`src/shared/cdcr_params.svh`:
```
// constants for the decoder configuration register bank
`ifndef CDCR_PARAMS_SVH
`define CDCR_PARAMS_SVH

// command that carries one register write
`define CDCR_CMD_WRITE_DEC 8'hd1

// register numbers
`define CDCR_ADDR_PLL 4'h8
`define CDCR_ADDR_DAO 4'ha
`define CDCR_ADDR_SPEED 4'hb
`define CDCR_ADDR_PINC 4'hc
`define CDCR_ADDR_PIND 4'hd
`define CDCR_ADDR_FEAT 4'he
`define CDCR_ADDR_SUBC 4'hf

// power-on values
`define CDCR_RST_PLL 4'h9
`define CDCR_RST_DAO 4'h2
`define CDCR_RST_SPEED 4'h0
`define CDCR_RST_PINC 4'h2
`define CDCR_RST_PIND 4'hf
`define CDCR_RST_FEAT 4'h4
`define CDCR_RST_SUBC 4'h0

// field positions
`define CDCR_DAO_ACC_LO 0
`define CDCR_DAO_CONCEAL 1
`define CDCR_DAO_ACC_HI 2
`define CDCR_DAO_FLAGS 3
`define CDCR_SPD_XTAL 2
`define CDCR_SPD_DOUBLE 3
`define CDCR_PINC_EXT_OT 0
`define CDCR_PINC_SPLIT 1
`define CDCR_PINC_PIN3 2
`define CDCR_FEAT_BRAKE 0
`define CDCR_FEAT_LTD 1
`define CDCR_FEAT_AUDIO 2
`define CDCR_FEAT_QUAD 3
`define CDCR_SUBC_FMT 3

// field codes
`define CDCR_RUN_STOP 2'h0
`define CDCR_RUN_PAUSE 2'h2
`define CDCR_RUN_OPER 2'h3
`define CDCR_PIN_SIGNAL 2'h1
`define CDCR_PIN_LOW 2'h2
`define CDCR_MOTOR4_CODE 4'h0
`define CDCR_SUBC_ON 3'h4
`define CDCR_N_1X 3'h1
`define CDCR_N_2X 3'h2
`define CDCR_N_4X 3'h4

`endif

```
`src/shared/cdcr_pkg.sv`:
```
// types shared by the decoder configuration register bank
package cdcr_pkg;
   // disc speed, gray coded along 1x -> 2x -> 4x
   typedef enum logic [1:0] {
      CDCR_SPEED_1X = 2'b00,
      CDCR_SPEED_2X = 2'b01,
      CDCR_SPEED_4X = 2'b11
   } cdcr_speed_t;
   // operating state, gray coded along stop -> pause -> run
   typedef enum logic [1:0] {
      CDCR_OP_STOP = 2'b00,
      CDCR_OP_PAUSE = 2'b01,
      CDCR_OP_RUN = 2'b11
   } cdcr_opstate_t;
endpackage : cdcr_pkg

```
`src/cdcr_sync.sv`:
```
// two flip-flop synchroniser for pin inputs
`timescale 1ns/100ps
module cdcr_sync #(
   parameter int WIDTH = 1
) (
   input wire logic i_clock,
   input wire logic i_rst_b,
   input wire logic [WIDTH-1:0] i_async,
   output logic [WIDTH-1:0] o_sync
);
   logic [WIDTH-1:0] meta_q;

   // first stage feeds only the second stage
   always_ff @(posedge i_clock or negedge i_rst_b) begin
      if (!i_rst_b) begin
         meta_q <= '0;
         o_sync <= '0;
      end else begin
         meta_q <= i_async;
         o_sync <= meta_q;
      end
   end
endmodule : cdcr_sync

```
`src/cdcr_nibble_reg.sv`:
```
// one 4-bit write-only configuration register with its own address decode
`timescale 1ns/100ps
module cdcr_nibble_reg #(
   parameter logic [3:0] ADDR = 4'h0,
   parameter logic [3:0] RESET = 4'h0
) (
   input wire logic i_clock,
   input wire logic i_rst_b,
   input wire logic i_wr_en,
   input wire logic [3:0] i_wr_addr,
   input wire logic [3:0] i_wr_data,
   output logic [3:0] o_value
);
   wire hit = i_wr_en && (i_wr_addr == ADDR);

   // holds the power-on value until a write lands here
   always_ff @(posedge i_clock or negedge i_rst_b) begin
      if (!i_rst_b) begin
         o_value <= RESET;
      end else if (hit) begin
         o_value <= i_wr_data;
      end
   end

   property p_write_lands;
      @(posedge i_clock) disable iff (!i_rst_b)
      hit |=> o_value == $past(i_wr_data);
   endproperty
   a_write_lands: assert property (p_write_lands)
      else $error("register write not stored");
endmodule : cdcr_nibble_reg

```
`src/cdcr_config_regs.sv`:
```
// decoder configuration register bank and the pin functions it steers
`timescale 1ns/100ps
`include "cdcr_params.svh"
module cdcr_config_regs (
   input wire logic i_clock,
   input wire logic i_rst_b,
   // command interface from the servo command decoder
   input wire logic i_cmd_valid,
   input wire logic [7:0] i_cmd_code,
   input wire logic [7:0] i_cmd_data,
   input wire logic i_dec_if_enable,
   // internal signals routed to the pins
   input wire logic i_dao_serial,
   input wire logic i_offtrack_internal,
   input wire logic i_kill_left,
   input wire logic i_kill_right,
   input wire logic i_kill_mono,
   input wire logic i_qw_subcode,
   input wire logic i_deemph,
   input wire logic i_motor_line_a,
   input wire logic i_motor_line_b,
   // pins
   input wire logic i_aux_pin_one,
   output logic o_digital_audio_out,
   output logic o_kill,
   output logic o_aux_pin_three,
   output logic o_aux_pin_four,
   output logic o_aux_pin_five,
   // decoded configuration
   output logic o_aux_pin_one_status,
   output logic o_offtrack,
   output logic o_dao_after_conceal,
   output logic o_dao_flags_on,
   output logic [1:0] o_dao_accuracy,
   output logic o_dao_off,
   output logic o_xtal_16m,
   output cdcr_pkg::cdcr_speed_t o_speed_mode,
   output cdcr_pkg::cdcr_opstate_t o_op_state,
   output logic o_motor_four_line,
   output logic o_deemph_bypass,
   output logic o_audio_features,
   output logic o_lock_to_disc,
   output logic o_brake_6pct,
   output logic o_subcode_on,
   output logic o_subcode_3wire,
   output logic [1:0] o_pll_loop_bw,
   output logic [1:0] o_pll_int_bw,
   output logic [2:0] o_pll_bw_scale_n
);
   // ***************************************************************
   // command acceptance and register storage
   // ***************************************************************
   logic [3:0] pll_loop_bandwidth;
   logic [3:0] digital_audio_output_config;
   logic [3:0] speed_control;
   logic [3:0] offtrack_kill_pin_config;
   logic [3:0] aux_pin_function_config;
   logic [3:0] feature_control;
   logic [3:0] subcode_port_config;
   logic pin_one_sync;

   // power-on register images, so the output flops reset to the decoded fields
   localparam logic [3:0] RST_PLL = `CDCR_RST_PLL;
   localparam logic [3:0] RST_DAO = `CDCR_RST_DAO;
   localparam logic [3:0] RST_PIND = `CDCR_RST_PIND;
   localparam logic [3:0] RST_FEAT = `CDCR_RST_FEAT;

   // writes outside the enabled decoder interface are dropped silently
   wire wr_en = i_cmd_valid && i_dec_if_enable && (i_cmd_code == `CDCR_CMD_WRITE_DEC);
   wire [3:0] wr_addr = i_cmd_data[7:4]; // register number in high nibble
   wire [3:0] wr_data = i_cmd_data[3:0];

   cdcr_nibble_reg #(.ADDR(`CDCR_ADDR_PLL), .RESET(`CDCR_RST_PLL)) u_reg_pll (
      .i_clock(i_clock), .i_rst_b(i_rst_b), .i_wr_en(wr_en),
      .i_wr_addr(wr_addr), .i_wr_data(wr_data), .o_value(pll_loop_bandwidth)
   );
   cdcr_nibble_reg #(.ADDR(`CDCR_ADDR_DAO), .RESET(`CDCR_RST_DAO)) u_reg_dao (
      .i_clock(i_clock), .i_rst_b(i_rst_b), .i_wr_en(wr_en),
      .i_wr_addr(wr_addr), .i_wr_data(wr_data), .o_value(digital_audio_output_config)
   );
   cdcr_nibble_reg #(.ADDR(`CDCR_ADDR_SPEED), .RESET(`CDCR_RST_SPEED)) u_reg_speed (
      .i_clock(i_clock), .i_rst_b(i_rst_b), .i_wr_en(wr_en),
      .i_wr_addr(wr_addr), .i_wr_data(wr_data), .o_value(speed_control)
   );
   cdcr_nibble_reg #(.ADDR(`CDCR_ADDR_PINC), .RESET(`CDCR_RST_PINC)) u_reg_pinc (
      .i_clock(i_clock), .i_rst_b(i_rst_b), .i_wr_en(wr_en),
      .i_wr_addr(wr_addr), .i_wr_data(wr_data), .o_value(offtrack_kill_pin_config)
   );
   cdcr_nibble_reg #(.ADDR(`CDCR_ADDR_PIND), .RESET(`CDCR_RST_PIND)) u_reg_pind (
      .i_clock(i_clock), .i_rst_b(i_rst_b), .i_wr_en(wr_en),
      .i_wr_addr(wr_addr), .i_wr_data(wr_data), .o_value(aux_pin_function_config)
   );
   cdcr_nibble_reg #(.ADDR(`CDCR_ADDR_FEAT), .RESET(`CDCR_RST_FEAT)) u_reg_feat (
      .i_clock(i_clock), .i_rst_b(i_rst_b), .i_wr_en(wr_en),
      .i_wr_addr(wr_addr), .i_wr_data(wr_data), .o_value(feature_control)
   );
   cdcr_nibble_reg #(.ADDR(`CDCR_ADDR_SUBC), .RESET(`CDCR_RST_SUBC)) u_reg_subc (
      .i_clock(i_clock), .i_rst_b(i_rst_b), .i_wr_en(wr_en),
      .i_wr_addr(wr_addr), .i_wr_data(wr_data), .o_value(subcode_port_config)
   );

   // aux pin one arrives from outside the clock domain
   cdcr_sync #(.WIDTH(1)) u_sync_pin_one (
      .i_clock(i_clock), .i_rst_b(i_rst_b),
      .i_async(i_aux_pin_one), .o_sync(pin_one_sync)
   );

   // ***************************************************************
   // field decode
   // ***************************************************************
   // digital audio output: accuracy code 11 switches it off
   wire dao_acc_hi = digital_audio_output_config[`CDCR_DAO_ACC_HI];
   wire dao_acc_lo = digital_audio_output_config[`CDCR_DAO_ACC_LO];
   wire dao_off_d = dao_acc_hi && dao_acc_lo;
   wire dao_out_d = dao_off_d ? 1'b0 : i_dao_serial;

   // speed: the double-speed bit wins over the quad bit, combination 11 is unused
   wire spd_double = speed_control[`CDCR_SPD_DOUBLE];
   wire spd_quad = feature_control[`CDCR_FEAT_QUAD];
   cdcr_pkg::cdcr_speed_t speed_d;
   assign speed_d = spd_double ? cdcr_pkg::CDCR_SPEED_2X :
      (spd_quad ? cdcr_pkg::CDCR_SPEED_4X : cdcr_pkg::CDCR_SPEED_1X);

   // the bandwidth factor n tracks the disc speed so the loop scales with it
   wire [2:0] scale_n_d = spd_double ? `CDCR_N_2X :
      (spd_quad ? `CDCR_N_4X : `CDCR_N_1X);

   // operating state; unused code 01 is treated as stop for safety
   wire [1:0] run_code = speed_control[1:0];
   cdcr_pkg::cdcr_opstate_t op_d;
   assign op_d = (run_code == `CDCR_RUN_OPER) ? cdcr_pkg::CDCR_OP_RUN :
      ((run_code == `CDCR_RUN_PAUSE) ? cdcr_pkg::CDCR_OP_PAUSE : cdcr_pkg::CDCR_OP_STOP);

   // off-track source and kill pin routing
   wire ext_ot = offtrack_kill_pin_config[`CDCR_PINC_EXT_OT];
   wire offtrack_d = ext_ot ? pin_one_sync : i_offtrack_internal;
   wire kill_split = !offtrack_kill_pin_config[`CDCR_PINC_SPLIT];
   wire kill_d = kill_split ? i_kill_left : i_kill_mono;
   wire pin3_d = kill_split ? i_kill_right : offtrack_kill_pin_config[`CDCR_PINC_PIN3];

   // versatile pins four and five; code 00 in one half is unused and drives 1, but 00 in both halves selects the four-line motor
   wire motor4_d = (aux_pin_function_config == `CDCR_MOTOR4_CODE);
   wire [1:0] pin4_code = aux_pin_function_config[1:0];
   wire [1:0] pin5_code = aux_pin_function_config[3:2];
   wire pin4_sel = (pin4_code == `CDCR_PIN_SIGNAL) ? i_qw_subcode :
      (pin4_code != `CDCR_PIN_LOW);
   wire pin5_sel = (pin5_code == `CDCR_PIN_SIGNAL) ? i_deemph :
      (pin5_code != `CDCR_PIN_LOW);
   wire pin4_d = motor4_d ? i_motor_line_a : pin4_sel;
   wire pin5_d = motor4_d ? i_motor_line_b : pin5_sel;
   wire bypass_d = !motor4_d && (pin5_code == `CDCR_PIN_SIGNAL);

   // subcode port: only x100 turns it on, every other low code is off
   wire subc_on_d = (subcode_port_config[2:0] == `CDCR_SUBC_ON);

   // ***************************************************************
   // registered outputs
   // ***************************************************************
   // every output leaves through a flop, costing one cycle after a write
   always_ff @(posedge i_clock or negedge i_rst_b) begin
      if (!i_rst_b) begin
         o_digital_audio_out <= 1'b0;
         o_dao_off <= 1'b0;
         o_dao_accuracy <= 2'h0;
         o_dao_after_conceal <= RST_DAO[`CDCR_DAO_CONCEAL];
         o_dao_flags_on <= 1'b0;
         o_xtal_16m <= 1'b0;
         o_speed_mode <= cdcr_pkg::CDCR_SPEED_1X;
         o_pll_bw_scale_n <= `CDCR_N_1X;
         o_op_state <= cdcr_pkg::CDCR_OP_STOP;
      end else begin
         o_digital_audio_out <= dao_out_d;
         o_dao_off <= dao_off_d;
         o_dao_accuracy <= {dao_acc_hi, dao_acc_lo};
         o_dao_after_conceal <= digital_audio_output_config[`CDCR_DAO_CONCEAL];
         o_dao_flags_on <= digital_audio_output_config[`CDCR_DAO_FLAGS];
         o_xtal_16m <= speed_control[`CDCR_SPD_XTAL];
         o_speed_mode <= speed_d;
         o_pll_bw_scale_n <= scale_n_d;
         o_op_state <= op_d;
      end
   end

   // pin routing flops; reset values match the power-on register fields
   always_ff @(posedge i_clock or negedge i_rst_b) begin
      if (!i_rst_b) begin
         o_aux_pin_one_status <= 1'b0;
         o_offtrack <= 1'b0;
         o_kill <= 1'b0;
         o_aux_pin_three <= 1'b0;
         o_aux_pin_four <= (RST_PIND[1:0] != `CDCR_PIN_LOW);
         o_aux_pin_five <= (RST_PIND[3:2] != `CDCR_PIN_LOW);
         o_motor_four_line <= 1'b0;
         o_deemph_bypass <= 1'b0;
      end else begin
         o_aux_pin_one_status <= pin_one_sync;
         o_offtrack <= offtrack_d;
         o_kill <= kill_d;
         o_aux_pin_three <= pin3_d;
         o_aux_pin_four <= pin4_d;
         o_aux_pin_five <= pin5_d;
         o_motor_four_line <= motor4_d;
         o_deemph_bypass <= bypass_d;
      end
   end

   // feature, subcode and loop filter fields
   always_ff @(posedge i_clock or negedge i_rst_b) begin
      if (!i_rst_b) begin
         o_audio_features <= RST_FEAT[`CDCR_FEAT_AUDIO];
         o_lock_to_disc <= 1'b0;
         o_brake_6pct <= 1'b0;
         o_subcode_on <= 1'b0;
         o_subcode_3wire <= 1'b0;
         o_pll_loop_bw <= RST_PLL[1:0];
         o_pll_int_bw <= RST_PLL[3:2];
      end else begin
         o_audio_features <= feature_control[`CDCR_FEAT_AUDIO];
         o_lock_to_disc <= feature_control[`CDCR_FEAT_LTD];
         o_brake_6pct <= feature_control[`CDCR_FEAT_BRAKE];
         o_subcode_on <= subc_on_d;
         o_subcode_3wire <= subcode_port_config[`CDCR_SUBC_FMT];
         o_pll_loop_bw <= pll_loop_bandwidth[1:0];
         o_pll_int_bw <= pll_loop_bandwidth[3:2];
      end
   end

   // ***************************************************************
   // checks
   // ***************************************************************
   property p_dao_write;
      @(posedge i_clock) disable iff (!i_rst_b)
      // a second write one cycle later is excluded, though it would reach the outputs only one cycle after this check
      (wr_en && wr_addr == `CDCR_ADDR_DAO) ##1 !(wr_en && wr_addr == `CDCR_ADDR_DAO) |=>
         (o_dao_after_conceal == $past(i_cmd_data[1], 2)) &&
         (o_dao_flags_on == $past(i_cmd_data[3], 2));
   endproperty
   a_dao_write: assert property (p_dao_write)
      else $error("digital audio config write not reflected");

   property p_dao_off_low;
      @(posedge i_clock) disable iff (!i_rst_b)
      (dao_acc_hi && dao_acc_lo) |=> (o_digital_audio_out == 1'b0) && o_dao_off;
   endproperty
   a_dao_off_low: assert property (p_dao_off_low)
      else $error("digital audio output not held low when off");

   property p_ignored_when_disabled;
      @(posedge i_clock) disable iff (!i_rst_b)
      (!i_dec_if_enable) |=> $stable(speed_control) && $stable(feature_control)
         && $stable(digital_audio_output_config);
   endproperty
   a_ignored_when_disabled: assert property (p_ignored_when_disabled)
      else $error("register changed with decoder interface disabled");

   property p_speed_quad;
      @(posedge i_clock) disable iff (!i_rst_b)
      (!spd_double && spd_quad) |=>
         (o_speed_mode == cdcr_pkg::CDCR_SPEED_4X) && (o_pll_bw_scale_n == `CDCR_N_4X);
   endproperty
   a_speed_quad: assert property (p_speed_quad)
      else $error("four times speed not selected");

   property p_scale_double;
      @(posedge i_clock) disable iff (!i_rst_b)
      spd_double |=> (o_pll_bw_scale_n == `CDCR_N_2X);
   endproperty
   a_scale_double: assert property (p_scale_double)
      else $error("bandwidth factor not two at double speed");

   property p_pause;
      @(posedge i_clock) disable iff (!i_rst_b)
      (run_code == `CDCR_RUN_PAUSE) |=> (o_op_state == cdcr_pkg::CDCR_OP_PAUSE);
   endproperty
   a_pause: assert property (p_pause)
      else $error("pause standby not entered");

   property p_kill_split;
      @(posedge i_clock) disable iff (!i_rst_b)
      kill_split |=> (o_kill == $past(i_kill_left)) && (o_aux_pin_three == $past(i_kill_right));
   endproperty
   a_kill_split: assert property (p_kill_split)
      else $error("split kill routing wrong");

   property p_motor_four;
      @(posedge i_clock) disable iff (!i_rst_b)
      (aux_pin_function_config == `CDCR_MOTOR4_CODE) |=>
         (o_aux_pin_four == $past(i_motor_line_a)) && (o_aux_pin_five == $past(i_motor_line_b));
   endproperty
   a_motor_four: assert property (p_motor_four)
      else $error("four-line motor not on pins four and five");

   property p_deemph;
      @(posedge i_clock) disable iff (!i_rst_b)
      (!motor4_d && pin5_code == `CDCR_PIN_SIGNAL) |=>
         o_deemph_bypass && (o_aux_pin_five == $past(i_deemph));
   endproperty
   a_deemph: assert property (p_deemph)
      else $error("de-emphasis not routed to pin five");

   property p_offtrack_ext;
      @(posedge i_clock) disable iff (!i_rst_b)
      ext_ot |=> (o_offtrack == $past(pin_one_sync));
   endproperty
   a_offtrack_ext: assert property (p_offtrack_ext)
      else $error("external off-track not taken from pin one");

   property p_subcode_on;
      @(posedge i_clock) disable iff (!i_rst_b)
      (subcode_port_config[2:0] == `CDCR_SUBC_ON) |=> o_subcode_on;
   endproperty
   a_subcode_on: assert property (p_subcode_on)
      else $error("subcode interface not on");
endmodule : cdcr_config_regs

```
`config.mk`:
```
export PLATFORM = sky130hd
export DESIGN_NAME = cdcr_config_regs
export DESIGN_NICKNAME = d
export VERILOG_FILES = /design/src/shared/cdcr_pkg.sv /design/src/cdcr_sync.sv /design/src/cdcr_nibble_reg.sv /design/src/cdcr_config_regs.sv
export VERILOG_INCLUDE_DIRS = /design/src /design/src/shared
export SDC_FILE = /design/constraint.sdc
export NUM_CORES = 1
export LEC_CHECK = 0
export BUFFER_PORTS_ARGS = -buffer_cell sky130_fd_sc_hd__buf_2
export CORE_ASPECT_RATIO = 0.6
export CORE_UTILIZATION = 30
export DETAILED_ROUTE_END_ITERATION = 6
export GPL_TIMING_DRIVEN = 0
export PLACE_DENSITY = 0.59
export SYNTH_ARGS = -nofsm -noshare
export SYNTH_HDL_FRONTEND = slang
export SYNTH_SLANG_ARGS = --single-unit
```
`constraint.sdc`:
```
create_clock -name i_clock -period 2.7 [get_ports i_clock]
set_input_delay 0.135 -clock i_clock [delete_from_list [all_inputs] [get_ports i_clock]]
set_output_delay 0.135 -clock i_clock [all_outputs]
set_load 0.02 [all_outputs]
```
==> flow_metrics.env, run 1 <==
export IMPL_total_power_mw=2.194
export IMPL_grt_pass1_wl_um=6575
export IMPL_clock_latency_ns=0.32
export IMPL_rsz0062_at_grt="no"
export IMPL_ant_nets=0
export IMPL_finalCritPeriodShare_pct=61.97
export IMPL_setup_ws_ns=1.027
export IMPL_vias=1270
export IMPL_yosysSeqAreaShare_pct=69.13
export IMPL_clk_path_buf_depth=2
export IMPL_power_density_nw_per_um2=750.6
export IMPL_routabilityCongestion=0.7050
export IMPL_pre_cts_slack_ns=0.7012
export IMPL_max_freq_ghz=0.5977
export IMPL_area_delta_synth_final_pct=35.03
export IMPL_status="complete, but fails checks"
export IMPL_yosys_warnings=0
export IMPL_initial_core_util_pct=31.74
export IMPL_cts_buffers=9
export IMPL_grt_pass1_vias=1323
export IMPL_relSlewSlack_pct=52.29
export IMPL_grt_max_degree=60
export IMPL_clock_sinks=59
export IMPL_ys_ff_latch=59
export IMPL_syn_area_per_cell_sq_um=17.18
export IMPL_syn_cell_area_sq_um=2165
export IMPL_io_pins=61
export IMPL_path_class="input port to flop"
export IMPL_drtIter0Drc=43
export IMPL_dieArea_sq_um=7570
export IMPL_antenna_cells=0
export IMPL_fin_setup_tns_ns=0
export IMPL_fin_worst_skew_ns=0.005089
export IMPL_fin_crit_ns=1.673
export IMPL_syn_inst=126
export IMPL_drt_wl_total_um=4011
export IMPL_hold_viol_final=0
export IMPL_cp_data_arrival_time_ns=1.87
export IMPL_via_per_inst=4.379
export IMPL_required_ns=2.90
export IMPL_path_clk_slew_ns=0.05
export IMPL_track_usage_pct=11.99
export IMPL_worst_pin_slew_ns=0.7157
export IMPL_die_x_um=111.7
export IMPL_drive_gt1_share_pct=63.05
export IMPL_placementRows=23
export IMPL_cp_end_kind="flop"
export IMPL_core_area_sq_um=6820
export IMPL_h_tree_depth=3
export IMPL_p_leak_nw=1.464
export IMPL_nets=229
export IMPL_io_buffer_count=60
export IMPL_path_max_fanout=7
export IMPL_failed_checks="DRC"
export IMPL_whs_ns=0.04262
export IMPL_drcViolationCount=4
export IMPL_die_h_um=67.80
export IMPL_maxSlewViolCount=0
export IMPL_dp_hpwl_um=2717
export IMPL_grt_antenna_before_repair=0
export IMPL_gr_total_overflow=0
export IMPL_critPathLaunchType="input port"
export IMPL_drt_first_pass_iters=7
export IMPL_cap_violations=0
export IMPL_cts_repair_resized=0
export IMPL_peakVddDrop_mv=0.4130
export IMPL_cts_tree="built"
export IMPL_avgRoutedWirePerCell_um=13.83
export IMPL_min_path_type="input port to flop"
export IMPL_synth_cell_type_count=26
export IMPL_setup_viol=0
export IMPL_synth_fp_nets=156
export IMPL_root_buffer="clkbuf_16"
## critical path, cell delays in order
cell,delay (ns)
buf_2,0.09
or4b_1,0.50
buf_2,0.19
or4_4,0.52
buf_6,0.15
mux2_4,0.29
## sequential cells by signal (all words and copies together) (netlist names), 2 cells and up
signal               count
u_reg_dao.o_value        4
u_reg_feat.o_value       4
u_reg_pind.o_value       4
u_reg_pll.o_value        4
u_reg_speed.o_value      4
u_reg_subc.o_value       4
o_pll_bw_scale_n         3
u_reg_pinc.o_value       3
o_dao_accuracy           2
o_op_state               2
o_pll_int_bw             2
o_pll_loop_bw            2
## layer usage
metal	vias up	GRT usage, %	wire length [um]
li1	601	-	-
met1	627	14.59	1899
met2	36	17.93	1800
met3	6	5.206	257
met4	0	7.095	53
met5	-	0	0
## per-stage QoR
step                      cells  cell area [sq um]  utilization (%)
after floorplan             126               2165                -
after global placement      273               2574            37.74
after detailed placement    273               2574            37.74
after CTS                   289               2910            42.67
after global routing        290               2923            42.85
final                       290               2923            42.85
## final timing paths
check | slack, ns | depth (start not counted) | end | start
max | 1.03 | 6 | u_reg_feat.o_value[0] | i_cmd_code[3]
min | 0.04 | 2 | o_digital_audio_out | i_dao_serial
max reg2reg | 1.70 | 1 | o_kill | u_reg_pinc.o_value[1]
min reg2reg | 0.35 | 0 | u_sync_pin_one.o_sync | u_sync_pin_one.meta_q
max in group asynchronous | 1.81 | 2 | o_aux_pin_three | i_rst_b
min in group asynchronous | 0.41 | 2 | u_reg_pll.o_value[2] | i_rst_b
## timing repair
| action | 4_1_cts | 5_1_grt |
|---|---|---|
| setup buffers | 0 | 0 |
| hold buffers | 1 | 1 |
| endpoints found under the hold margin | 1 | 43 |
## cell type report
type	count	area, sq um
fill	614	3897
sequential	59	1496
multi-input combinational	61	625.6
timing repair buffer	62	322.8
clock buffer	11	252.7
tap	87	108.9
clock inverter	4	73.82
buffer	5	38.79
inverter	1	3.754
## kinds of logic after synthesis
family,share of synthesized area (%)
AOI/OAI and AO/OA,1.156
buffers and inverters,1.965
DFF,69.13
muxes,16.99
and+or+nand+nor,10.75
## report_power, final
group / leakage (nW) / switching [mW] / internal, mW
Clock: 0.162 / 0.363 / 0.851
Sequential: 0.745 / 0.00255 / 0.897
Combinational: 0.557 / 0.0503 / 0.0299
Total: 1.46 / 0.416 / 1.78
## cell usage in the layout, fill, tap and decap left out, types with 2 or more instances in the layout
cell type,instances
o31ai_1,2
buf_6,2
clkbuf_8,2
clkbuf_16,9
dlygate4sd3_1,2
dfstp_2,16
o21ai_0,2
buf_2,60
nand4b_1,4
or4_4,3
nor3_1,2
dfrtp_1,43
mux2_4,8
mux2_1,6
bufinv_16,2
or4bb_1,2
nor2b_1,3
buf_4,2
mux2_2,16
and2_1,2
nor4_2,4
## synthesized netlist by cell type
| cell type | count | area [sq um] |
|---|---|---|
| nand4b_1 | 4 | 35.03 |
| or4b_2 | 1 | 10.01 |
| mux2_4 | 8 | 120.1 |
| buf_4 | 1 | 7.510 |
| dfrtp_1 | 43 | 1076 |
| nor4_1 | 1 | 6.260 |
| or4b_1 | 1 | 10.01 |
| clkbuf_1 | 1 | 3.750 |
| or4_4 | 3 | 33.78 |
| nand2_1 | 1 | 3.750 |
| dfstp_2 | 16 | 420.4 |
| buf_2 | 1 | 5.000 |
| or4bb_1 | 2 | 22.52 |
| nor3_1 | 2 | 10.01 |
| mux2_1 | 6 | 67.56 |
| nand4_1 | 1 | 6.260 |
| and2_1 | 2 | 12.51 |
| inv_1 | 1 | 3.750 |
| o31ai_1 | 2 | 15.01 |
| mux2_2 | 16 | 180.2 |
| nor4_2 | 4 | 50.05 |
| nor3b_1 | 1 | 7.510 |
| or2_2 | 1 | 6.260 |
| nor2b_1 | 3 | 18.77 |
| o21ai_0 | 2 | 10.01 |
| buf_6 | 2 | 22.52 |
Note: power is estimated with default switching activity, not from simulation.
==> run 2: changes to the inputs <==
Clock period 2.7 ns to 1.63 ns, I/O delays scaled along.
==> run 2 against run 1 <==
Compared with the run above: the flow still finishes with violations (DRC); die area did not move; combinational power rose by 82%; first-iteration DRC count rose by 100%; flip-flop and latch count did not move; via count fell by 0.16%.
==> flow_metrics.env, run 2 (synthesis gave the netlist of run 1 again) <==
export IMPL_use_met3_pct=6.912
export IMPL_grt_pass1_vias=1325
export IMPL_avgRoutedWirePerCell_um=13.70
export IMPL_switching_share_pct=20.04
export IMPL_pre_cts_slack_ns=-0.2644
export IMPL_die_h_um=67.80
export IMPL_power_density_nw_per_um2=1219
export IMPL_drt_wl_total_um=4068
export IMPL_critPathLaunchType="flop"
export IMPL_cp_data_arrival_time_ns=1.74
export IMPL_cpLargestDelayFamily="buffers and inverters"
export IMPL_clock_sinks=59
export IMPL_die_x_um=111.7
export IMPL_drcViolationCount=12
export IMPL_gr_total_overflow=0
export IMPL_rr_worst_depth=2
export IMPL_track_usage_pct=12.34
export IMPL_path_class="flop to flop"
export IMPL_drive_gt1_share_pct=61.90
export IMPL_fillers=645
export IMPL_vias=1268
export IMPL_maxSlewViolCount=0
export IMPL_critical_path_slowest_cell="dlygate4sd3_1"
export IMPL_comb_power_share_pct=4.0
export IMPL_grt_max_degree=60
export IMPL_final_cells=297
export IMPL_placementRows=23
export IMPL_via_per_inst=4.269
export IMPL_critPathBufInv=1
export IMPL_hold_viol_final=0
export IMPL_power_frac_seq_pct=40.8
export IMPL_dp_hpwl_um=2709
export IMPL_dieArea_sq_um=7570
export IMPL_min_path_type="input port to flop"
export IMPL_cap_violations=0
export IMPL_relSlewSlack_pct=52.88
export IMPL_io_buffer_count=60
export IMPL_cts_tree="built"
export IMPL_clk_path_buf_depth=2
export IMPL_worst_pin_slew_ns=0.7068
export IMPL_initial_core_util_pct=31.74
export IMPL_h_tree_depth=3
export IMPL_antenna_cells=0
export IMPL_ant_nets=0
export IMPL_met2_usage_pct=17.70
export IMPL_placed_cell_area_sq_um=2587
export IMPL_cp_end_kind="flop"
export IMPL_status="complete, but fails checks"
export IMPL_busiest_layer="met2"
export IMPL_required_ns=1.84
export IMPL_area_delta_synth_final_pct=38.50
export IMPL_cp_depth=2
export IMPL_fin_crit_ns=1.539
export IMPL_rsz0062_at_grt="no"
export IMPL_grt_antenna_before_repair=0
export IMPL_root_buffer="clkbuf_16"
export IMPL_nets=235
export IMPL_clock_latency_ns=0.32
export IMPL_grt_pass1_wl_um=6748
export IMPL_p_sw_mw=0.7325
export IMPL_fin_worst_skew_ns=0.003071
export IMPL_setup_viol=0
export IMPL_cp_cell_sequence="mux2_2 -> dlygate4sd3_1"
export IMPL_cts_buffers=9
export IMPL_cts_repair_resized=0
export IMPL_pwr_share_clk_pct=55.3
export IMPL_path_clk_slew_ns=0.05
export IMPL_path_max_fanout=3
export IMPL_failed_checks="DRC"
export IMPL_layout_common_cells="buf_2, dfrtp_1, mux2_2, dfstp_2, clkbuf_16"
export IMPL_drt_first_pass_iters=6
export IMPL_fin_area_sq_um=2998
export IMPL_setup_ws_ns=0.09130
export IMPL_io_pins=61
export IMPL_finalCritPeriodShare_pct=94.40
export IMPL_peakVddDrop_mv=0.4238
export IMPL_min_path_cells=3
export IMPL_p_leak_nw=1.489
export IMPL_p_int_mw=2.922
export IMPL_drtIter0Drc=88
export IMPL_max_freq_ghz=0.6499
export IMPL_cpPeakStageDelay_ns=0.55
export IMPL_core_area_sq_um=6820
export IMPL_post_place_cells=273
export IMPL_met1_usage_pct=15.68
export IMPL_final_common_cell="buf_2"
export IMPL_routabilityCongestion=0.7195
[run 2: final timing paths]
check | from | to | slack (ns)
max | u_reg_pinc.o_value[1] | o_kill | 0.09
min | i_qw_subcode | o_aux_pin_four | 0.02
max reg2reg | u_reg_pinc.o_value[1] | o_kill | 0.09
min reg2reg | u_sync_pin_one.meta_q | u_sync_pin_one.o_sync | 0.36
max in group asynchronous | i_rst_b | o_op_state[1] | 0.80
min in group asynchronous | i_rst_b | o_dao_accuracy[1] | 0.35
[run 2: per-layer routing]
metal	share of wire, %	wire length (um)
met1	49	1978
met2	43	1747
met3	7.0	283
met4	1.4	58
met5	0	0
[run 2: worst min-delay path: cells and delay by family]
family / cells / cell delay, ns
compound gates: 2 / 0.14
buf+inv: 1 / 0.09
[run 2: power by group through the flow]
stage | sequential (mW) | combinational (mW) | clock (mW)
after global routing | 1.49 | 0.164 | 2.15
after floorplan | 1.53 | 0.0257 | 0
final | 1.49 | 0.146 | 2.02
after CTS | 1.49 | 0.149 | 2.06
after detailed placement | 1.51 | 0.136 | 0
after global placement | 1.51 | 0.133 | 0
[run 2: final cells by class]
class	instances	area (sq um)	area share (%)
sequential	59	1496	49.92
multi-input combinational	61	633.1	21.12
tap	87	108.9	3.631
clock inverter	6	88.84	2.963
inverter	1	3.754	0.1252
timing repair buffer	68	382.9	12.77
buffer	5	45.04	1.503
clock buffer	10	239.0	7.972
[run 2: metrics by stage]
stage                     total power [mW]  setup TNS [ns]  utilization [%]  hold slack, ns
after CTS                            3.699               0            43.77        0.007491
after global placement               1.646          -5.488            37.94          0.1953
final                                3.655               0            43.96         0.01529
after floorplan                      1.553         -0.4801                -         -0.2141
after global routing                 3.805               0            43.96         0.01952
after detailed placement             1.648          -5.654            37.94          0.1929
[run 2: what timing repair did]
item,4_1_cts,5_1_grt
buffers inserted,0,0
hold buffers,7,1
endpoints found under the hold margin,6,43
endpoints found under the setup margin,0,0
